**src/verilog/cbl_map.svh**
```systemverilog
// Opcode fields, cycle counts, register offsets and reset values of the execution block
`ifndef CBL_MAP_SVH
`define CBL_MAP_SVH
`define CBL_OPC_BSR   8'hAD
`define CBL_OPC_CLC   8'h98
`define CBL_OPC_CLI   8'h9A
`define CBL_HI_SET_MEMORY_BIT   4'h1
`define CBL_HI_DIR    4'h3
`define CBL_HI_A      4'h4
`define CBL_HI_X      4'h5
`define CBL_HI_IX1    4'h6
`define CBL_HI_IX     4'h7
`define CBL_HI_IMM    4'hA
`define CBL_HI_RDIR   4'hB
`define CBL_HI_EXT    4'hC
`define CBL_HI_IX2    4'hD
`define CBL_HI_RIX1   4'hE
`define CBL_HI_RIX    4'hF
`define CBL_LO_CLR    4'hF
`define CBL_LO_COM    4'h3
`define CBL_LO_DEC    4'hA
`define CBL_LO_CMP    4'h1
`define CBL_LO_CPX    4'h3
`define CBL_LO_EOR    4'h8
`define CBL_CYC_SET_MEMORY_BIT  3'h5
`define CBL_CYC_BSR   3'h3
`define CBL_CYC_FLAG  3'h2
`define CBL_CYC_IMM   3'h2
`define CBL_CYC_RDIR  3'h3
`define CBL_CYC_EXT   3'h4
`define CBL_CYC_RIX   3'h3
`define CBL_CYC_RIX1  3'h4
`define CBL_CYC_IX2   3'h5
`define CBL_CYC_INH   3'h3
`define CBL_CYC_DIR   3'h5
`define CBL_CYC_IX    3'h5
`define CBL_CYC_IX1   3'h6
`define CBL_RET_OFS   16'h0002
`define CBL_BYTE_ONE  8'h01
`define CBL_A_CTRL    8'h00
`define CBL_A_FLAGS   8'h04
`define CBL_A_REGS    8'h08
`define CBL_A_PC      8'h0C
`define CBL_A_COUNT   8'h10
`define CBL_CTRL_EN   0
`define CBL_SP_RST    16'h00FF
`define CBL_PC_RST    16'h0000
`define CBL_EN_RST    1'h1
`define CBL_FLAGS_RST 5'h08
`endif

```
**src/verilog/cbl_pkg.sv**
```systemverilog
// Types shared by the execution block
package cbl_pkg;
  typedef enum logic [3:0] {
    OP_NONE, OP_SET_MEMORY_BIT, OP_BSR, OP_CLC, OP_CLI, OP_CLR, OP_COM, OP_DEC, OP_CMP, OP_CPX, OP_EOR
  } cbl_op_t;
  typedef enum logic [3:0] {
    M_INH_A, M_INH_X, M_IMM, M_DIR, M_EXT, M_IX, M_IX1, M_IX2, M_REL
  } cbl_mode_t;
  typedef enum logic [0:0] {ST_IDLE, ST_EXEC} cbl_st_t;
  typedef struct packed {
    cbl_op_t   op;
    cbl_mode_t mode;
    logic [2:0] ncyc;
  } cbl_dec_t;
  typedef struct packed {
    logic [7:0]  opcode;
    logic [7:0]  op1;
    logic [7:0]  op2;
    logic [15:0] pc;
  } cbl_instr_t;
  typedef struct packed {
    logic        re;
    logic        we;
    logic [15:0] addr;
    logic [7:0]  wdata;
  } cbl_mem_req_t;
  typedef struct packed {
    logic h;
    logic i;
    logic n;
    logic z;
    logic c;
  } cbl_flags_t;
endpackage

```
**src/verilog/cbl_exec.sv**
```systemverilog
// Execution unit for bit-set, relative call, flag clears, clear/complement/decrement, compare, XOR
`include "cbl_map.svh"
// Function
// - Bit-set writes one to bit n, five cycles
// - Bit-set targets direct page, flags unchanged
// - Relative call return address is opcode plus two
// - Push low return byte, then high, decrementing
// - Call loads PC with return plus offset
// - Clear-carry zeroes carry only, two cycles
// - Clear-mask zeroes interrupt mask, two cycles
// - Interrupts held off after mask clear; next instruction runs first
// - Clear writes zero to register or memory
// - Compare subtracts memory from accumulator, flags only
// - Compares write only negative, zero, carry
// - Compare carry is unsigned borrow formula
// - Compare-index subtracts memory from index register
// - Complement inverts target and sets carry
// - Decrement subtracts one, updates negative, zero
// - Decrement leaves carry unchanged
// - Exclusive-OR of accumulator and memory
// - Negative is bit seven, zero when all clear
// - Register-memory cycle counts per addressing mode
// - Read-modify-write cycle counts per addressing mode
// - Relative targets use signed eight-bit offset
module cbl_exec (
  input  wire logic                 pclk,
  input  wire logic                 presetn,
  input  wire logic                 psel,
  input  wire logic                 penable,
  input  wire logic                 pwrite,
  input  wire logic [7:0]           paddr,
  input  wire logic [31:0]          pwdata,
  output logic [31:0]               prdata,
  output logic                      pready,
  output logic                      pslverr,
  input  wire logic                 issue_valid,
  input  cbl_pkg::cbl_instr_t       issue,
  output logic                      issue_ready,
  output logic                      done,
  output logic                      pc_load,
  output logic                      pass_valid,
  output cbl_pkg::cbl_instr_t       pass_instr,
  output cbl_pkg::cbl_mem_req_t     mem_req,
  input  wire logic [7:0]           mem_rdata,
  input  wire logic                 irq_pending,
  output logic                      irq_take,
  output logic [7:0]                acc,
  output logic [7:0]                idx,
  output logic [15:0]               sp,
  output logic [15:0]               pc,
  output cbl_pkg::cbl_flags_t       flags
);
  cbl_pkg::cbl_dec_t     dec_in;
  cbl_pkg::cbl_dec_t     dec_q,   dec_d;
  cbl_pkg::cbl_st_t      state_q, state_d;
  cbl_pkg::cbl_instr_t   ins_q,   ins_d;
  cbl_pkg::cbl_instr_t   pass_q,  pass_d;
  cbl_pkg::cbl_mem_req_t mem_q,   mem_d;
  cbl_pkg::cbl_flags_t   flags_q, flags_d;
  cbl_pkg::cbl_flags_t   alu_f;
  logic [2:0]            cnt_q,   cnt_d;
  logic [7:0]            mdata_q, mdata_d;
  logic [7:0]            acc_q,   acc_d;
  logic [7:0]            idx_q,   idx_d;
  logic [15:0]           sp_q,    sp_d;
  logic [15:0]           pc_q,    pc_d;
  logic [31:0]           count_q, count_d;
  logic [31:0]           rd_q,    rd_d;
  logic                  pv_q,    pv_d;
  logic                  hold_q,  hold_d;
  logic                  en_q,    en_d;
  logic                  err_q,   err_d;
  logic                  accept;
  logic                  last;
  logic [7:0]            alu_a;
  logic [7:0]            alu_m;
  logic [7:0]            alu_res;
  logic [15:0]           ret;

  function automatic logic [15:0] eff_addr(input cbl_pkg::cbl_mode_t mode,
                                           input cbl_pkg::cbl_instr_t ins,
                                           input logic [7:0] x);
    case (mode)
      cbl_pkg::M_DIR: eff_addr = {8'h00, ins.op1};
      cbl_pkg::M_EXT: eff_addr = {ins.op1, ins.op2};
      cbl_pkg::M_IX:  eff_addr = {8'h00, x};
      cbl_pkg::M_IX1: eff_addr = {8'h00, ins.op1} + {8'h00, x};
      cbl_pkg::M_IX2: eff_addr = {ins.op1, ins.op2} + {8'h00, x};
      default:        eff_addr = 16'h0000;
    endcase
  endfunction

  function automatic logic in_mem(input cbl_pkg::cbl_dec_t d);
    in_mem = (d.mode == cbl_pkg::M_DIR) || (d.mode == cbl_pkg::M_EXT) ||
             (d.mode == cbl_pkg::M_IX) || (d.mode == cbl_pkg::M_IX1) ||
             (d.mode == cbl_pkg::M_IX2);
  endfunction

  function automatic logic mem_store(input cbl_pkg::cbl_dec_t d);
    mem_store = in_mem(d) && ((d.op == cbl_pkg::OP_SET_MEMORY_BIT) || (d.op == cbl_pkg::OP_CLR) ||
                              (d.op == cbl_pkg::OP_COM) || (d.op == cbl_pkg::OP_DEC));
  endfunction

  cbl_decode u_decode (
    .opcode (issue.opcode),
    .dec    (dec_in)
  );

  cbl_alu u_alu (
    .op    (dec_q.op),
    .a     (alu_a),
    .m     (alu_m),
    .bitn  (ins_q.opcode[3:1]),
    .f_in  (flags_q),
    .res   (alu_res),
    .f_out (alu_f)
  );

  // Interrupts wait while masked or during the shadow after a mask clear
  assign irq_take    = (state_q == cbl_pkg::ST_IDLE) && irq_pending &&
                       !flags_q.i && !hold_q;
  assign issue_ready = (state_q == cbl_pkg::ST_IDLE) && en_q && !irq_take;
  assign accept      = issue_valid && issue_ready && (dec_in.op != cbl_pkg::OP_NONE);
  assign last        = (state_q == cbl_pkg::ST_EXEC) && (cnt_q == 3'h1);
  assign done        = last;
  assign pc_load     = last && (dec_q.op == cbl_pkg::OP_BSR);
  assign ret         = ins_q.pc + `CBL_RET_OFS;

  always_comb begin
    alu_m = (dec_q.mode == cbl_pkg::M_IMM) ? ins_q.op1 : mdata_q;
    case (dec_q.op)
      cbl_pkg::OP_CMP, cbl_pkg::OP_EOR: alu_a = acc_q;
      cbl_pkg::OP_CPX: alu_a = idx_q;
      default: begin
        if (dec_q.mode == cbl_pkg::M_INH_A) begin
          alu_a = acc_q;
        end else if (dec_q.mode == cbl_pkg::M_INH_X) begin
          alu_a = idx_q;
        end else begin
          alu_a = mdata_q;
        end
      end
    endcase
  end

  // Sequencer: cycle count, operand capture and bus requests
  always_comb begin
    state_d = state_q;
    cnt_d   = cnt_q;
    dec_d   = dec_q;
    ins_d   = ins_q;
    mdata_d = mdata_q;
    mem_d   = '{re: 1'b0, we: 1'b0, addr: 16'h0000, wdata: 8'h00};
    pv_d    = issue_valid && issue_ready && (dec_in.op == cbl_pkg::OP_NONE);
    pass_d  = pv_d ? issue : pass_q;
    if (accept) begin
      state_d = cbl_pkg::ST_EXEC;
      cnt_d   = dec_in.ncyc;
      dec_d   = dec_in;
      ins_d   = issue;
      if (dec_in.op == cbl_pkg::OP_BSR) begin
        mem_d = '{re: 1'b0, we: 1'b1, addr: sp_q,
                  wdata: 8'(issue.pc + `CBL_RET_OFS)};
      end else if (in_mem(dec_in) && (dec_in.op != cbl_pkg::OP_CLR)) begin
        mem_d = '{re: 1'b1, we: 1'b0, addr: eff_addr(dec_in.mode, issue, idx_q),
                  wdata: 8'h00};
      end
    end else if (state_q == cbl_pkg::ST_EXEC) begin
      cnt_d = cnt_q - 3'h1;
      if (last) begin
        state_d = cbl_pkg::ST_IDLE;
      end
      if ((dec_q.op == cbl_pkg::OP_BSR) && (cnt_q == dec_q.ncyc)) begin
        mem_d = '{re: 1'b0, we: 1'b1, addr: sp_q - 16'h0001, wdata: ret[15:8]};
      end
      if (cnt_q == dec_q.ncyc - 3'h1) begin
        mdata_d = mem_rdata;
      end
      if (mem_store(dec_q) && (cnt_q == 3'h2)) begin
        mem_d = '{re: 1'b0, we: 1'b1, addr: eff_addr(dec_q.mode, ins_q, idx_q),
                  wdata: alu_res};
      end
    end
  end

  always_ff @(posedge pclk or negedge presetn) begin
    if (!presetn) begin
      state_q <= cbl_pkg::ST_IDLE;
      cnt_q   <= 3'h0;
      dec_q   <= '{op: cbl_pkg::OP_NONE, mode: cbl_pkg::M_INH_A, ncyc: 3'h0};
      ins_q   <= '0;
      mdata_q <= 8'h00;
      mem_q   <= '0;
      pv_q    <= 1'b0;
      pass_q  <= '0;
    end else begin
      state_q <= state_d;
      cnt_q   <= cnt_d;
      dec_q   <= dec_d;
      ins_q   <= ins_d;
      mdata_q <= mdata_d;
      mem_q   <= mem_d;
      pv_q    <= pv_d;
      pass_q  <= pass_d;
    end
  end

  // Programmer-visible state, committed in the last cycle of an instruction
  always_comb begin
    acc_d   = acc_q;
    idx_d   = idx_q;
    sp_d    = sp_q;
    pc_d    = pc_q;
    flags_d = flags_q;
    count_d = count_q;
    hold_d  = hold_q;
    if (pv_q) begin
      hold_d = 1'b0;
    end
    if (last) begin
      count_d = count_q + 32'h1;
      flags_d = alu_f;
      hold_d  = 1'b0;
      case (dec_q.op)
        cbl_pkg::OP_BSR: begin
          sp_d = sp_q - `CBL_RET_OFS;
          pc_d = ret + {{8{ins_q.op1[7]}}, ins_q.op1};
        end
        cbl_pkg::OP_CLI: begin
          flags_d.i = 1'b0;
          hold_d    = 1'b1;
        end
        cbl_pkg::OP_EOR: acc_d = alu_res;
        cbl_pkg::OP_CLR, cbl_pkg::OP_COM, cbl_pkg::OP_DEC: begin
          if (dec_q.mode == cbl_pkg::M_INH_A) begin
            acc_d = alu_res;
          end else if (dec_q.mode == cbl_pkg::M_INH_X) begin
            idx_d = alu_res;
          end
        end
        default: flags_d = alu_f;
      endcase
    end
  end

  always_ff @(posedge pclk or negedge presetn) begin
    if (!presetn) begin
      acc_q   <= 8'h00;
      idx_q   <= 8'h00;
      sp_q    <= `CBL_SP_RST;
      pc_q    <= `CBL_PC_RST;
      flags_q <= `CBL_FLAGS_RST;
      count_q <= 32'h0;
      hold_q  <= 1'b0;
    end else begin
      acc_q   <= acc_d;
      idx_q   <= idx_d;
      sp_q    <= sp_d;
      pc_q    <= pc_d;
      flags_q <= flags_d;
      count_q <= count_d;
      hold_q  <= hold_d;
    end
  end

  // APB slave: read data latched in the setup cycle, no wait states
  always_comb begin
    en_d  = en_q;
    rd_d  = rd_q;
    err_d = err_q;
    if (psel && !penable) begin
      err_d = 1'b0;
      case (paddr)
        `CBL_A_CTRL:  rd_d = {31'h0, en_q};
        `CBL_A_FLAGS: rd_d = {27'h0, flags_q};
        `CBL_A_REGS:  rd_d = {sp_q, idx_q, acc_q};
        `CBL_A_PC:    rd_d = {16'h0000, pc_q};
        `CBL_A_COUNT: rd_d = count_q;
        default: begin
          rd_d  = 32'h0;
          err_d = 1'b1;
        end
      endcase
    end
    if (psel && penable && pwrite && (paddr == `CBL_A_CTRL)) begin
      en_d = pwdata[`CBL_CTRL_EN];
    end
  end

  always_ff @(posedge pclk or negedge presetn) begin
    if (!presetn) begin
      en_q  <= `CBL_EN_RST;
      rd_q  <= 32'h0;
      err_q <= 1'b0;
    end else begin
      en_q  <= en_d;
      rd_q  <= rd_d;
      err_q <= err_d;
    end
  end

  assign prdata     = rd_q;
  assign pready     = 1'b1;
  assign pslverr    = psel && penable && err_q;
  assign mem_req    = mem_q;
  assign pass_valid = pv_q;
  assign pass_instr = pass_q;
  assign acc        = acc_q;
  assign idx        = idx_q;
  assign sp         = sp_q;
  assign pc         = pc_q;
  assign flags      = flags_q;
endmodule

```
**src/verilog/cbl_decode.sv**
```systemverilog
// Opcode decoder: instruction class, addressing mode and cycle count
`include "cbl_map.svh"
module cbl_decode (
  input  wire logic [7:0]       opcode,
  output cbl_pkg::cbl_dec_t     dec
);
  logic [3:0] hi;
  logic [3:0] lo;
  assign hi = opcode[7:4];
  assign lo = opcode[3:0];

  always_comb begin
    dec = '{op: cbl_pkg::OP_NONE, mode: cbl_pkg::M_INH_A, ncyc: 3'h0};
    if (opcode == `CBL_OPC_BSR) begin
      dec = '{op: cbl_pkg::OP_BSR, mode: cbl_pkg::M_REL, ncyc: `CBL_CYC_BSR};
    end else if (opcode == `CBL_OPC_CLC) begin
      dec = '{op: cbl_pkg::OP_CLC, mode: cbl_pkg::M_INH_A, ncyc: `CBL_CYC_FLAG};
    end else if (opcode == `CBL_OPC_CLI) begin
      dec = '{op: cbl_pkg::OP_CLI, mode: cbl_pkg::M_INH_A, ncyc: `CBL_CYC_FLAG};
    end else begin
      case (hi)
        `CBL_HI_SET_MEMORY_BIT: begin
          if (!opcode[0]) begin
            dec = '{op: cbl_pkg::OP_SET_MEMORY_BIT, mode: cbl_pkg::M_DIR, ncyc: `CBL_CYC_SET_MEMORY_BIT};
          end
        end
        `CBL_HI_DIR, `CBL_HI_A, `CBL_HI_X, `CBL_HI_IX1, `CBL_HI_IX: begin
          case (lo)
            `CBL_LO_CLR: dec.op = cbl_pkg::OP_CLR;
            `CBL_LO_COM: dec.op = cbl_pkg::OP_COM;
            `CBL_LO_DEC: dec.op = cbl_pkg::OP_DEC;
            default:     dec.op = cbl_pkg::OP_NONE;
          endcase
          case (hi)
            `CBL_HI_DIR: dec.mode = cbl_pkg::M_DIR;
            `CBL_HI_A:   dec.mode = cbl_pkg::M_INH_A;
            `CBL_HI_X:   dec.mode = cbl_pkg::M_INH_X;
            `CBL_HI_IX1: dec.mode = cbl_pkg::M_IX1;
            default:     dec.mode = cbl_pkg::M_IX;
          endcase
          case (hi)
            `CBL_HI_DIR: dec.ncyc = `CBL_CYC_DIR;
            `CBL_HI_IX1: dec.ncyc = `CBL_CYC_IX1;
            `CBL_HI_IX:  dec.ncyc = `CBL_CYC_IX;
            default:     dec.ncyc = `CBL_CYC_INH;
          endcase
        end
        `CBL_HI_IMM, `CBL_HI_RDIR, `CBL_HI_EXT, `CBL_HI_IX2, `CBL_HI_RIX1, `CBL_HI_RIX: begin
          case (lo)
            `CBL_LO_CMP: dec.op = cbl_pkg::OP_CMP;
            `CBL_LO_CPX: dec.op = cbl_pkg::OP_CPX;
            `CBL_LO_EOR: dec.op = cbl_pkg::OP_EOR;
            default:     dec.op = cbl_pkg::OP_NONE;
          endcase
          case (hi)
            `CBL_HI_IMM:  dec = '{op: dec.op, mode: cbl_pkg::M_IMM, ncyc: `CBL_CYC_IMM};
            `CBL_HI_RDIR: dec = '{op: dec.op, mode: cbl_pkg::M_DIR, ncyc: `CBL_CYC_RDIR};
            `CBL_HI_EXT:  dec = '{op: dec.op, mode: cbl_pkg::M_EXT, ncyc: `CBL_CYC_EXT};
            `CBL_HI_IX2:  dec = '{op: dec.op, mode: cbl_pkg::M_IX2, ncyc: `CBL_CYC_IX2};
            `CBL_HI_RIX1: dec = '{op: dec.op, mode: cbl_pkg::M_IX1, ncyc: `CBL_CYC_RIX1};
            default:      dec = '{op: dec.op, mode: cbl_pkg::M_IX, ncyc: `CBL_CYC_RIX};
          endcase
        end
        default: dec.op = cbl_pkg::OP_NONE;
      endcase
      if (dec.op == cbl_pkg::OP_NONE) begin
        dec = '{op: cbl_pkg::OP_NONE, mode: cbl_pkg::M_INH_A, ncyc: 3'h0};
      end
    end
  end
endmodule

```
**src/verilog/cbl_alu.sv**
```systemverilog
// Result and flag computation for the instruction group
`include "cbl_map.svh"
module cbl_alu (
  input  cbl_pkg::cbl_op_t    op,
  input  wire logic [7:0]     a,
  input  wire logic [7:0]     m,
  input  wire logic [2:0]     bitn,
  input  cbl_pkg::cbl_flags_t f_in,
  output logic [7:0]          res,
  output cbl_pkg::cbl_flags_t f_out
);
  logic nz;

  always_comb begin
    res   = a;
    f_out = f_in;
    nz    = 1'b1;
    case (op)
      cbl_pkg::OP_SET_MEMORY_BIT: begin
        res = m | (`CBL_BYTE_ONE << bitn);
        nz  = 1'b0;
      end
      cbl_pkg::OP_CLC: begin
        f_out.c = 1'b0;
        nz      = 1'b0;
      end
      cbl_pkg::OP_CLR: begin
        res = 8'h00;
        nz  = 1'b1;
      end
      cbl_pkg::OP_COM: begin
        res     = ~a;
        f_out.c = 1'b1;
      end
      cbl_pkg::OP_DEC: res = a - `CBL_BYTE_ONE;
      cbl_pkg::OP_CMP, cbl_pkg::OP_CPX: begin
        res     = a - m;
        f_out.c = (~a[7] & m[7]) | (m[7] & res[7]) | (res[7] & ~a[7]);
      end
      cbl_pkg::OP_EOR: res = a ^ m;
      default: nz = 1'b0;
    endcase
    if (nz) begin
      f_out.n = res[7];
      f_out.z = (res == 8'h00);
    end
  end
endmodule

```
**config.mk**
```make
export PLATFORM = sky130hd
export DESIGN_NAME = cbl_exec
export DESIGN_NICKNAME = d
export VERILOG_FILES = /design/src/verilog/cbl_pkg.sv /design/src/verilog/cbl_exec.sv /design/src/verilog/cbl_decode.sv /design/src/verilog/cbl_alu.sv
export VERILOG_INCLUDE_DIRS = /design/src /design/src/verilog
export SDC_FILE = /design/constraint.sdc
export NUM_CORES = 1
export LEC_CHECK = 0
export ABC_AREA = 1
export BUFFER_PORTS_ARGS = -buffer_cell sky130_fd_sc_hd__buf_2
export CAP_MARGIN = 20
export CORE_ASPECT_RATIO = 0.7
export CORE_MARGIN = 2
export CORE_UTILIZATION = 52
export DETAILED_ROUTE_END_ITERATION = 7
export PLACE_DENSITY = 0.77
export SYNTH_ARGS = -nofsm -noshare
export SYNTH_HDL_FRONTEND = slang
export SYNTH_SLANG_ARGS = --single-unit
```
**constraint.sdc**
```tcl
create_clock -name pclk -period 3.3 [get_ports pclk]
set_input_delay 0.165 -clock pclk [delete_from_list [all_inputs] [get_ports pclk]]
set_output_delay 0.165 -clock pclk [all_outputs]
set_load 0.1 [all_outputs]
```
Yosys cells after proc, flatten, opt, wreduce, memory -nomap -nowiden
Cells that the tools add are included.
{"block": "word_totals", "register_bits": 245, "out_inout_bits": 158, "elab_cells": 213}
{"block": "op_classes", "add_sub_neg": 14, "n_eq_ne": 53, "shift": 1, "n_mux": 42, "n_bitwise": 12, "reduce_logical": 59}
{"op": "16-bit case mux with 5 select lines", "count": 2}
{"op": "32-bit case mux with 5 select lines", "count": 1}
{"op": "26-bit two-way mux", "count": 5}
{"op": "4-bit by 3-bit equality test with 1-bit output (second input constant)", "count": 16}
{"op": "4-bit equality test (second input constant)", "count": 12}
{"op": "8-bit case mux with 6 select lines", "count": 1}
{"op": "11-bit two-way mux", "count": 4}
{"op": "8-bit two-way mux", "count": 5}
{"op": "16-bit by 8-bit adder with 16-bit output", "count": 2}
{"op": "32-bit by 1-bit adder with 32-bit output (second input constant)", "count": 1}
{"op": "4-bit by 2-bit equality test with 1-bit output (second input constant)", "count": 8}
{"op": "8-bit case mux with 2 select lines", "count": 2}
{"op": "6-bit case mux with 5 select lines", "count": 1}
{"op": "25-bit two-way mux", "count": 1}
{"op": "8-bit equality test (second input constant)", "count": 3}
{"op": "4-bit case mux with 3 select lines", "count": 2}
{"op": "7-bit case mux with 3 select lines", "count": 1}
{"op": "1-bit logical AND", "count": 19}
{"op": "8-bit by 8-bit adder with 9-bit output", "count": 2}
{"op": "16-bit adder", "count": 1}
{"op": "16-bit by 2-bit adder with 16-bit output (second input constant)", "count": 1}
{"op": "4-bit by 1-bit equality test with 1-bit output (second input constant)", "count": 4}
{"op": "8-bit by 4-bit equality test with 1-bit output (second input constant)", "count": 2}
{"op": "8-bit logical NOT", "count": 2}
{"op": "other kinds (40)", "count": 83}

Longest topological paths before layout
Gate-level depths: netlist (run 1).
{"block": "depth", "ltp_word": 20, "ltp_mapped": 27}

Cells and area by module
A second synthesis (run 1) with hierarchy kept.
{"block": "unflattened", "cells_unflattened": 2404, "area_unflattened_um2": 16772.3}
{"module": "cbl_exec", "instances": 1, "cells_each": 2072, "area_each_um2": 15123.3, "seq_area_each_um2": 6117.1}
{"module": "cbl_alu", "instances": 1, "cells_each": 248, "area_each_um2": 1234.9, "seq_area_each_um2": 0.0}
{"module": "cbl_decode", "instances": 1, "cells_each": 84, "area_each_um2": 414.1, "seq_area_each_um2": 0.0}

Worst setup path after synthesis (run 1)
No wires, ideal clock.
{"block": "synth_timing", "kind": "register to register", "start": "register idx_q[2] (netlist: idx[2])", "end": "register flags_q (netlist bit flags[1])", "setup_ns": 0.120, "t_arrival_ns": 3.515, "required_time_ns": 3.180, "slack_ns": -0.335, "path_stages_with_launch": 22, "n_path_buf": 0, "path_cell_list": "dfrtp_1 inv_1 nand3_1 nand3_1 nand2_1 nand2_1 inv_1 ha_1 a21oi_1 o211ai_1 nand2_1 nand2_1 a21oi_1 fa_1 o22ai_1 nor2_1 nand2_1 a21oi_1 nand2_1 nand2_1 nand3_1 nand2_1"}
{"block": "synth_via", "elab_chain_len": 6, "word_cells_on_any_way": 9, "classes_between": "2 x add/sub; 4 x mux; 2 x bitwise; 1 x reduce/logical"}
{"item": "start, declared", "line": "cbl_exec.sv:64", "rtl": "logic [7:0] idx_q, idx_d;"}
{"item": "start signal, assigned", "line": "cbl_exec.sv:257", "rtl": "idx_q <= idx_d;"}
{"item": "8-bit two-way mux", "line": "cbl_exec.sv:137", "rtl": "end else if (dec_q.mode == cbl_pkg::M_INH_X) begin"}
{"item": "8-bit two-way mux", "line": "cbl_exec.sv:135", "rtl": "if (dec_q.mode == cbl_pkg::M_INH_A) begin"}
{"item": "8-bit case mux with 2 select lines *", "line": "cbl_exec.sv:131", "rtl": "case (dec_q.op)"}
{"item": "8-bit subtractor (tied with other cells)", "line": "cbl_alu.sv:37", "rtl": "res = a - m;"}
{"item": "8-bit case mux with 6 select lines *", "line": "cbl_alu.sv:18", "rtl": "case (op)"}
{"item": "8-bit logical NOT *", "line": "cbl_alu.sv:45", "rtl": "f_out.z = (res == 8'h00);"}
{"item": "end signal, assigned", "line": "cbl_exec.sv:252", "rtl": "flags_q <= `CBL_FLAGS_RST;"}
{"item": "end signal, assigned", "line": "cbl_exec.sv:260", "rtl": "flags_q <= flags_d;"}
{"item": "end, declared", "line": "cbl_exec.sv:59", "rtl": "cbl_pkg::cbl_flags_t flags_q, flags_d;"}
Every way passes the cells marked *; elsewhere a longest branch is shown, timed or not.
A chain may end at the register's enable or synchronous reset.

Worst setup path in the final report (run 1)
{"block": "layout_timing", "start": "register dec_q[3] (netlist name)", "end": "register flags_q (netlist bit flags[1])"}
{"block": "layout_via", "elab_chain_len": 7, "word_cells_on_any_way": 14, "classes_between": "2 x add/sub; 2 x eq/ne; 5 x mux; 3 x bitwise; 2 x reduce/logical"}
{"item": "start, declared", "line": "cbl_exec.sv:54", "rtl": "cbl_pkg::cbl_dec_t dec_q, dec_d;"}
{"item": "start signal, assigned", "line": "cbl_exec.sv:190", "rtl": "dec_q <= '{op: cbl_pkg::OP_NONE, mode: cbl_pkg::M_INH_A, ncyc: 3'h0};"}
{"item": "4-bit by 1-bit equality test with 1-bit output", "line": "cbl_exec.sv:137"}
{"item": "8-bit two-way mux", "line": "cbl_exec.sv:137"}
{"item": "8-bit two-way mux", "line": "cbl_exec.sv:135"}
{"item": "8-bit case mux with 2 select lines", "line": "cbl_exec.sv:131"}
{"item": "8-bit subtractor (tied with other cells)", "line": "cbl_alu.sv:37"}
{"item": "8-bit case mux with 6 select lines *", "line": "cbl_alu.sv:18"}
{"item": "8-bit logical NOT *", "line": "cbl_alu.sv:45"}
Marks and branches as above.

==> metrics.md, run 1 <==
| Metric | Value |
|---|---|
| Layout cells sized above 1 | `20.2%` |
| DR vias/cell | `between 5 and 6` |
| Die X | `211 um` |
| Pwr Total | `~20 mW` |
| Crit path max-delay family | `simple AND/OR/NAND/NOR gates` |
| Sequential fraction of the synthesis area | `39.2%` |
| CTS buffer count | `26` |
| Status | `finished with violations` |
| Fillers | `roughly 2600` |
| Nets | `2567` |
| Finished Cell Area | `0.0193 mm^2` |
| DRC | `0` |
| CTS tree | `done` |
| I/O Buffers | `218` |
| Most frequent CP cell | `nand2_2` |
| # clock sinks | `243` |
| Min-delay src | `issue[32]` |
| Worst path bufs/invs | `4` |
| Hold Fails Final Rpt | `0` |
| Power Dens Cells | `1040 mW/mm^2` |
| Max Cap Viol | `0` |
| Grt met3 use | `9.27%` |
| Slowest-stage cell, CP | `fa_1` |
| Worst Path Max Fanout | `6` |
| Setup slack after layout | `-0.0154 ns` |
| Post-DP HPWL | `45100 um` |
| CTS root buf | `clkbuf_16` |
| Initial Util | `53.4%` |
| Placed cell areas | `0.0176 mm^2` |
| Final Max Slew Viols | `0` |
| Inst Count DP | `between 2000 and 3000` |
| Die height | `149 um` |
| First-pass DRT Iterations | `6` |
| Worst-margin pin slew | `approximately 0.84 ns` |
| Worst hold path depth | `4` |
| Met2 Usage GRT | `55.0%` |
| #FFs+latches synth | `243` |
| Setup crit start | `dec_q[3]$_DFFE_PN0P_` |
| Reg2Reg Capture Point | `flags[1]$_DFFE_PN0P_` |
| Cell Rows | `52` |
| Post-placement setup slack | `-0.122 ns` |
| RSZ-0062 raised after global routing | `yes` |
| Min-Delay Endpoint | `pass_instr[32]$_DFFE_PN0P_` |
| Initial antenna violation count | `2` |
| Area Overhead vs Synth | `24.4%` |
| WP data arrival | `3.81 ns` |
| Fmax | `0.302 GHz` |
| Hold Path Class | `in -> reg` |
| LEAKAGE | `9.86 nW` |
| Via Count | `16100` |
| Crit end category | `flop` |
| Worst-path clk slew | `0.08 ns` |
| Mean Syn Cell Area | `7.54 um^2` |
| Synth Cell Area | `0.0156 mm^2` |
| R2r setup slk | `-0.02 ns` |
| First-pass GRT wire length | `88600 um` |
| Pin count of the biggest net entering global routing | `102` |
| Relative slew slack | `44.3%` |
| Final period utilization | `100%` |
| Netlist cell types | `59` |
| Peak VDD IR | `1.03 mV` |
| Drt total wl | `58200 um` |
| Register Area | `0.00610 mm^2` |
| Synth warnings | `0` |
| Final setup viols | `1` |
| R2r startpoint | `dec_q[3]$_DFFE_PN0P_` |
| Io pins | `253` |
| Met1 GRT Util | `54.3%` |
| CP max stage delay | `0.48 ns` |
| Element type at the critical path start | `flop` |
| CORE AREA | `about 0.03 mm^2` |
| Area of the multi-input gates | `0.00849 mm^2` |
| Skew final | `0.0153 ns` |
| Post-DR wirelength/cell | `20.8 um` |
| Failing checks | `negative setup slack` |
| Vias in the first global route | `15200` |
| Finished Layout Cells | `2800` |
| WS Path Type | `reg -> reg` |
| Final ANT Viol Nets | `0` |
| Busiest grt layer | `met2` |
| Initial DRC Count | `1734` |
| Crit path required time | `3.79 ns` |
| Mapped Cells | `just over 2000` |
| Register-to-Register Path Depth | `26` |
| H-tree levels | `1` |
| CTS max path bufs | `3` |
| Die area | `0.0313 mm^2` |
| Placer Congestion | `1.01` |
| Post-layout min period | `3.32 ns` |
| Remaining Overflow, GRT | `0` |
| Tot GR Track Use | `approximately 37%` |
| Clock latency on the worst-skew pair | `0.57 ns` |
## layout by cell type, fill, tap and decap left out, types with 15 or more instances in the layout
master,n
o21a_1,26
nand3_1,96
ha_1,58
nand2_1,540
xor2_1,70
dfrtp_1,227
o211ai_1,17
buf_2,216
nand2_2,25
o21ai_1,24
inv_2,16
o21ai_0,169
o22ai_1,31
dlygate4sd3_1,48
xnor2_1,15
inv_1,245
mux2_1,17
nor2_1,131
nor3_1,30
a21oi_1,86
buf_4,90
nand4_1,24
clkbuf_16,26
## area by class of cell
| class | count | area share (%) |
|---|---|---|
| Multi-Input combinational cell | 1502 | 43.9 |
| Sequential cell | 243 | 31.5 |
| Timing Repair Buffer | 363 | 12.3 |
| Inverter | 265 | 5.15 |
| Clock buffer | 31 | 3.62 |
| Tap cell | 378 | 2.44 |
| Clock inverter | 17 | 1.07 |
| Antenna cell | 1 | 0.0129 |
## cells in the mapped netlist (all sizes together)
cell / count / share of area, %
o211ai: 17 / 0.82
o2111ai: 1 / 0.056
xnor2: 15 / 0.84
o311ai: 1 / 0.056
ha: 64 / 5.1
xor2: 70 / 3.9
nor2: 148 / 4.0
nand3: 106 / 3.5
fa: 7 / 0.90
o221ai: 8 / 0.45
a31oi: 5 / 0.20
nand2: 571 / 14
nor3b: 2 / 0.096
inv: 262 / 6.3
a21boi: 2 / 0.12
or2: 4 / 0.16
and2: 1 / 0.040
dfstp: 9 / 1.5
nand4: 27 / 1.2
a211oi: 3 / 0.14
o31ai: 5 / 0.24
mux2: 21 / 1.5
dfrtp: 234 / 38
conb: 2 / 0.048
nor4: 12 / 0.66
clkinv: 3 / 0.072
a22oi: 6 / 0.29
a21oi: 92 / 3.0
o21bai: 3 / 0.14
nor3: 36 / 1.4
a2111o: 1 / 0.072
o21ai: 196 / 6.3
a221oi: 12 / 0.68
clkbuf: 26 / 0.64
nand3b: 3 / 0.14
o22ai: 31 / 1.2
o21a: 26 / 1.3
a21o: 3 / 0.14
buf: 28 / 1.1
## worst min-delay path: cells and delay by family
| kind | cells | cell delay, ns |
|---|---|---|
| buf+inv | 2 | 0.19 |
| compound gates | 1 | 0.11 |
| simple gates | 1 | 0.08 |
## power breakdown
part | total [mW] | internal, mW | leakage (nW) | switching [mW]
registers | 4.60 | 3.81 | 3.14 | 0.798
logic | 12.3 | 3.42 | 6.27 | 8.92
clock network | 3.16 | 1.83 | 0.452 | 1.33
total | 20.1 | 9.06 | 9.86 | 11.0
## kinds of logic after synthesis
family	Yosys count	synth area share, %
muxes	21	1.52
DFF	243	39.2
other	2	0.0483
buffers and inverters	319	8.09
adders and majority gates	71	6.05
xor gates and xnor gates	85	4.79
and+or+nand+nor	910	25.1
AOI/OAI and AO/OA	412	15.2
## stage by stage
stage               setup TNS [ns]  util, %  hold slack (ns)
global placement            -0.168     60.5            0.268
finish                     -0.0154     66.4           0.0265
detailed placement          -0.373     60.5            0.277
CTS                       -0.00599     65.4          0.00500
floorplan                  -0.0458        -           -0.131
global route                -0.931     66.4           0.0442
## state kept, by name, summed over array words and instances (netlist names), 4 cells and up
register,flops
ins_q,35
acc,8
idx,8
count_q,32
prdata,32
pass_instr,40
dec_q,11
mem_req,26
flags,4
sp,15
pc,16
mdata_q,8
## per-layer routing
metal,share of wire [%],vias up
li1,-,7481
met1,45,7688
met2,42,804
met3,11,106
met4,2.5,2
met5,0.11,-
## how the worst max path moves through the flow
stage	depth (start not counted)	slack [ns]	to
after floorplan	21	-0.05	flags[1]$_DFFE_PN0P_
after global placement	23	-0.06	flags[1]$_DFFE_PN0P_
after detailed placement	22	-0.12	flags[1]$_DFFE_PN0P_
after CTS	27	-0.006	flags[1]$_DFFE_PN0P_
after global routing	26	-0.21	flags[1]$_DFFE_PN0P_
final	26	-0.02	flags[1]$_DFFE_PN0P_
## repair_timing
item | CTS | global route
pin swaps | 5 | 22
setup endpoints to repair | 6 | 16
hold buffers | 48 | 0
setup buffers | 1 | 4
endpoints found under the hold margin | 165 | 0
resized for setup | 9 | 66
Note: power is estimated with default switching activity, not from simulation.
==> run 2, diff against run 1 <==
--- a/config.mk
+++ b/config.mk
@@ -6,14 +6,13 @@
 export SDC_FILE = /design/constraint.sdc
 export NUM_CORES = 1
 export LEC_CHECK = 0
-export ABC_AREA = 1
 export BUFFER_PORTS_ARGS = -buffer_cell sky130_fd_sc_hd__buf_2
 export CAP_MARGIN = 20
 export CORE_ASPECT_RATIO = 0.7
 export CORE_MARGIN = 2
 export CORE_UTILIZATION = 52
 export DETAILED_ROUTE_END_ITERATION = 7
-export PLACE_DENSITY = 0.77
+export PLACE_DENSITY = 0.78
 export SYNTH_ARGS = -nofsm -noshare
 export SYNTH_HDL_FRONTEND = slang
 export SYNTH_SLANG_ARGS = --single-unit
==> run 2 against run 1 <==
Compared with the run above:
- critical path type unchanged
- largest power group is now registers
- core utilization is 1.3 points higher
- via count down 11%
- sequential share of layout area grew 0.66 points
- global-route usage shrank 1.0 points
- flip-flop and latch count stayed put
- worst setup slack worse by 0.49 ns
- the run still ends with negative setup slack left
- critical endpoint unchanged
- power shrank 63%
==> metrics.md, run 2 <==
| Metric | Value |
|---|---|
| Most frequent cells in the layout | `dfrtp_1, buf_2, nand2_1` |
| Area of the multi-input gates | `roughly 0.0086 mm^2` |
| CTS buffer count | `25` |
| H-tree levels | `1` |
| R2r startpoint | `dec_q[6]$_DFFE_PN0P_` |
| Setup crit start | `dec_q[6]$_DFFE_PN0P_` |
| I/O Buffers | `218` |
| Max Cap Viol | `0` |
| Mean Syn Cell Area | `9.61 um^2` |
| Post-DR wirelength/cell | `approximately 23 um` |
| LEAKAGE | `between 9 and 10 nW` |
| Synth warnings | `0` |
| RSZ-0062 raised after global routing | `yes` |
| Mapped Cells | `1560` |
| Layout cells sized above 1 | `31.5%` |
| Primary FF master, synth | `dfrtp_1` |
| Die height | `about 150 um` |
| Final setup viols | `9` |
| Die area | `0.0302 mm^2` |
| Finished Layout Cells | `2315` |
| CTS tree | `done` |
| Vias in the first global route | `13700` |
| Initial antenna violation count | `2` |
| WS Path Type | `reg -> reg` |
| Post-synth EDFFs | `0` |
| Most common cell in the netlist | `dfrtp_1` |
| Top cells by count, synth | `dfrtp_1, nand2_1, o21ai_0` |
| Crit end category | `flop` |
| Status | `finished with violations` |
| Worst Path Max Fanout | `4` |
| Asr flop ratio synth | `100%` |
| Yosys top cell by area | `dfrtp_1` |
| Io pins | `253` |
| Synth Cell Area | `approximately 0.015 mm^2` |
| Tot GR Track Use | `36.0%` |
| Drt total wl | `54400 um` |
| Hold Fails Final Rpt | `0` |
| Final period utilization | `115%` |
| Die X | `just over 200 um` |
| Post-DP HPWL | `around 41000 um` |
| Relative slew slack | `41.5%` |
| Fmax | `0.263 GHz` |
| Netlist cell types | `between 90 and 100` |
| Cell Rows | `between 50 and 60` |
| Fillers | `2228` |
| CTS max path bufs | `3` |
| DR vias/cell | `6.17` |
| Initial DRC Count | `1482` |
| Register Area | `0.00612 mm^2` |
| Pin count of the biggest net entering global routing | `104` |
| CTS root buf | `clkbuf_16` |
| Via Count | `~14000` |
| Post-layout min period | `3.80 ns` |
| Crit path required time | `3.74 ns` |
| WP data arrival | `4.24 ns` |
| First-pass GRT wire length | `83500 um` |
| Power Dens Cells | `390 mW/mm^2` |
| Commonest non-fill, non-tap cell in the layout | `dfrtp_1` |
| Worst-margin pin slew | `between 0.8 and 0.9 ns` |
| Hold Path Class | `in -> reg` |
| Main area contributors after synthesis | `dfrtp_1, mux2_2, ha_1` |
| Failing checks | `negative setup slack` |
| Sequential fraction of the synthesis area | `40.6%` |
| Final Max Slew Viols | `0` |
| #FFs+latches synth | `~240` |
| CORE AREA | `0.0281 mm^2` |
| Max FFs per register | `40` |
| DRC | `0` |
| Element type at the critical path start | `flop` |
| Inst Count DP | `2218` |
| Worst-path clk slew | `0.07 ns` |
| Area Overhead vs Synth | `26.8%` |
| Nets | `2091` |
| Final ANT Viol Nets | `0` |
| Placer Congestion | `roughly 0.99` |
| Initial Util | `53.4%` |
| First-pass DRT Iterations | `8` |
| Clock latency on the worst-skew pair | `0.55 ns` |
| Finished Cell Area | `0.0190 mm^2` |
| Skew final | `0.0151 ns` |
| Setup slack after layout | `-0.502 ns` |
| Peak VDD IR | `about 0.40 mV` |
| Min-delay src | `issue[30]` |
| Remaining Overflow, GRT | `0` |
| Post-synth top area share | `39.1%` |
| # clock sinks | `243` |
| Placed cell areas | `between 0.015 and 0.02 mm^2` |
run 2: changes by cell type in the layout (fill, tap and decap cells not counted), sizes merged, moves of 25 or more:
cell	before	now
xnor2	15	69
a22oi	6	31
nand3	106	39
nand2	571	179
buf	314	382
o21ai	196	120
mux2	21	96
nor2	148	82
inv	263	42
xor2	70	42
run 2: area by class of cell:
class | count | area share [%]
clock buffer | 34 | 3.79
antenna | 1 | 0.0132
inverter | 43 | 0.849
timing repair buffer | 422 | 14.7
tap | 371 | 2.44
clock inverter | 11 | 0.777
sequential | 243 | 32.2
multi-input combinational | 1190 | 45.2
run 2: cells by family after synthesis:
kind of cell	synth area share, %
flip-flops	40.6
AO/OA/AOI/OAI	18.9
buffers and inverters	3.74
adder cells (fa/ha/maj)	6.28
multiplexers	8.29
other	0.0501
AND/OR/NAND/NOR	15.7
XOR/XNOR	6.48
run 2: routing by layer:
metal	wire length (um)	global-route usage, %	up-vias
met3	6010	7.50	90
met1	23900	54.8	7016
met5	0	0	-
met4	1450	9.79	0
li1	-	-	6443
met2	23000	51.7	733
run 2: metrics by stage:
step / setup TNS (ns) / power [mW] / setup slack, ns / hold WS [ns] / utilization, %
after floorplan: -1.24 / 3.88 / -0.343 / -0.131 / -
after global placement: -3.83 / 4.33 / -0.440 / 0.263 / 62.1
after detailed placement: -4.86 / 4.35 / -0.518 / 0.280 / 62.1
after CTS: -2.30 / 7.39 / -0.441 / 0.00509 / 66.8
after global routing: -4.32 / 7.65 / -0.692 / 0.0294 / 67.7
final: -2.42 / 7.42 / -0.502 / 0.0147 / 67.7
run 2: path summary, 6_finish.rpt:
| kind | depth (start not counted) | slack, ns | endpoint |
|---|---|---|---|
| worst max register to register | 17 | -0.50 | flags[1]$_DFFE_PN0P_ |
| max in group asynchronous | 3 | 2.11 | sp[6]$_DFFE_PN1P_ |
| min in group asynchronous | 2 | 0.20 | flags[0]$_DFFE_PN0P_ |
| worst max-delay path | 17 | -0.50 | flags[1]$_DFFE_PN0P_ |
| worst min-delay path | 2 | 0.01 | ins_q[30]$_DFFE_PN0P_ |
| worst min register to register | 2 | 0.47 | prdata[13]$_DFFE_PN0P_ |
run 2: worst max-delay path, stage by stage (launching register included):
cell and delay (ns):
dfrtp_2 0.44, nor4b_4 0.37, mux2_4 0.34, inv_1 0.06
ha_1 0.24, nor2b_4 0.14, o211ai_1 0.23, a21boi_1 0.10
o21ai_1 0.16, nand2b_1 0.09, a21oi_2 0.14, fa_1 0.43
a221oi_2 0.22, a21oi_1 0.06, o21ai_1 0.09, o21ai_1 0.08
o211a_1 0.20, a32o_1 0.28
run 2: power by group:
part | internal, mW | leakage, nW | switching [mW]
sequential | 3.05 | 3.24 | 0.0704
combinational | 0.461 | 5.60 | 0.821
clock | 1.76 | 0.414 | 1.26
total | 5.27 | 9.26 | 2.15
run 2: timing repair:
action                     4_1_cts  5_1_grt
hold buffers                    39        0
setup endpoints to repair       21       26
hold endpoints to repair       159        0
setup buffers                    4       10
gates resized for setup         16       49
pin swaps                       10       23
gates cloned                     0        0
==> run 3, diff against run 2 <==
--- a/config.mk
+++ b/config.mk
@@ -12,7 +12,9 @@
 export CORE_MARGIN = 2
 export CORE_UTILIZATION = 52
 export DETAILED_ROUTE_END_ITERATION = 7
+export GPL_TIMING_DRIVEN = 0
 export PLACE_DENSITY = 0.78
+export SKIP_CTS_REPAIR_TIMING = 1
 export SYNTH_ARGS = -nofsm -noshare
 export SYNTH_HDL_FRONTEND = slang
 export SYNTH_SLANG_ARGS = --single-unit
==> run 3 against run 2 <==
Compared with the run above:
- the run ends with design-rule violations, negative hold slack, negative setup slack left
- sequential power is essentially flat
- sequential share of layout area up 1.0 points
- maximum frequency down 5.2%
- flip-flop and latch count unchanged
- register-to-register slack got worse by 0.21 ns
- die area stayed put
- critical endpoint unchanged
- clock skew decreased by 0.0026 ns
- global-route usage is 2.2 points lower
- via count shrank 1.4%
- combinational power down 9%
==> metrics.md, run 3 (synthesized netlist as in run 2, its figures left out) <==
| Metric | Value |
|---|---|
| Status | `finished with violations` |
| Failing checks | `design-rule violations, negative hold slack, negative setup slack` |
| RSZ-0062 raised after global routing | `yes` |
| Hold Path Class | `in -> reg` |
| Die X | `207 um` |
| Placer Congestion | `between 0.9 and 1` |
| First-pass GRT wire length | `78300 um` |
| CTS buffer count | `25` |
| Clock latency on the worst-skew pair | `0.55 ns` |
| Combinational Power Share | `~16%` |
| Final period utilization | `122%` |
| Pin count of the biggest net entering global routing | `~120` |
| Nets | `2027` |
| First-pass DRT Iterations | `8` |
| Fmax | `0.249 GHz` |
| Commonest non-fill, non-tap cell in the layout | `buf_2` |
| Post-DP HPWL | `38700 um` |
| Crit end category | `flop` |
| Vias in the first global route | `13200` |
| WS Path Type | `reg -> reg` |
| Area Overhead vs Synth | `22.9%` |
| Die area | `about 0.03 mm^2` |
| Net Sw Frac | `28.9%` |
| Hold Fails Final Rpt | `1` |
| Setup slack after layout | `-0.710 ns` |
| Initial DRC Count | `1401` |
| Final setup viols | `15` |
| Finished Cell Area | `0.0184 mm^2` |
| CORE AREA | `0.0281 mm^2` |
| LEAKAGE | `8.77 nW` |
| # clock sinks | `243` |
| Initial antenna violation count | `0` |
| Layout cells sized above 1 | `between 20% and 30%` |
| Ant. Diodes | `0` |
| Crit path required time | `3.75 ns` |
| Die height | `~150 um` |
| Element type at the critical path start | `flop` |
| Relative slew slack | `26.4%` |
| Io pins | `between 200 and 300` |
| Worst Path Max Fanout | `7` |
| CTS root buf | `clkbuf_16` |
| Worst-path clk slew | `0.07 ns` |
| Drt total wl | `52400 um` |
| Placed cell areas | `0.0167 mm^2` |
| Post-layout min period | `approximately 4 ns` |
| Skew final | `0.0125 ns` |
| DRC | `2` |
| Clock power share | `41.4%` |
| Worst-margin pin slew | `roughly 1.1 ns` |
| WP data arrival | `4.46 ns` |
| Internal | `5.22 mW` |
| CTS max path bufs | `3` |
| Peak VDD IR | `0.360 mV` |
| Final ANT Viol Nets | `0` |
| Post-DR wirelength/cell | `23.3 um` |
| P_sw | `2.13 mW` |
| Via Count | `14100` |
| Flop pwr share | `42.6%` |
| H-tree levels | `1` |
| CTS tree | `done` |
| Initial Util | `53.4%` |
| Most frequent cells in the layout | `buf_2, dfrtp_1, nand2_1` |
| Max Cap Viol | `0` |
| DR vias/cell | `~6.3` |
| Remaining Overflow, GRT | `0` |
| I/O Buffers | `between 200 and 250` |
| Cell Rows | `51` |
| Pwr Total | `7.35 mW` |
| Max FFs per register | `40` |
| Final Max Slew Viols | `0` |
| Power Dens Cells | `399 mW/mm^2` |
| Tot GR Track Use | `33.7%` |
| Min Hold Slack | `-0.0112 ns` |
-- run 3: power by group through the flow --
stage               registers (mW)  logic [mW]  clock network (mW)
floorplan                     3.38       0.497                   0
global placement              3.17        1.03                   0
detailed placement            3.18        1.05                   0
CTS                           3.12        1.06                3.06
global route                  3.13        1.26                3.17
finish                        3.13        1.17                3.04
-- run 3: worst max-delay path, cell delays in order, from the launching register on --
cell      delay, ns
dfrtp_2        0.48
nor3_4         0.24
buf_6          0.21
mux2i_2        0.33
a22oi_2        0.19
ha_1           0.43
a21boi_1       0.17
o21ai_1        0.15
nand2b_1       0.08
a21oi_2        0.16
fa_1           0.47
a221oi_2       0.25
a21oi_1        0.06
o21ai_1        0.15
o21ai_1        0.11
o211a_4        0.20
a32o_1         0.22
-- run 3: per-layer routing --
layer  vias to the layer above  track usage (%)  wire, um
met5                         -                0         0
met4                         0             8.05      1420
met3                       108             9.98      6010
met2                       763             48.6     22400
met1                      6900             49.8     22600
li1                       6314                -         -
-- run 3: layout make-up --
cell class | count | area [um^2]
fillers | 2309 | 9650
multi-input cells | 1190 | 8720
flip-flops and latches | 243 | 6120
repair buffers | 274 | 1670
clock buffers | 37 | 741
well taps | 371 | 464
plain buffers | 84 | 417
inverters | 43 | 171
clock inverters | 9 | 133
-- run 3: final timing paths --
check,endpoint,slack (ns),cells after the start,start
worst max-delay path,flags[1]$_DFFE_PN0P_,-0.71,16,dec_q[6]$_DFFE_PN0P_
worst min-delay path,ins_q[1]$_DFFE_PN0P_,-0.01,3,issue[1]
worst min register to register,count_q[31]$_DFFE_PN0P_,0.48,1,count_q[31]$_DFFE_PN0P_
min in group asynchronous,mdata_q[5]$_DFFE_PN0P_,0.10,2,presetn
max in group asynchronous,sp[15]$_DFFE_PN0P_,2.27,3,presetn
worst max register to register,flags[1]$_DFFE_PN0P_,-0.71,16,dec_q[6]$_DFFE_PN0P_
-- run 3: metrics by stage --
step	util, %	std cells	setup TNS, ns	hold WS (ns)	setup WS [ns]
finish	65.6	2251	-5.12	-0.0112	-0.710
floorplan	-	1561	-1.24	-0.131	-0.343
detailed placement	59.4	2148	-14.38	0.0864	-1.22
global route	65.6	2251	-7.48	0.0108	-0.878
global placement	59.1	2146	-534.42	0.399	-3.01
CTS	62.5	2194	-15.87	-0.486	-1.27
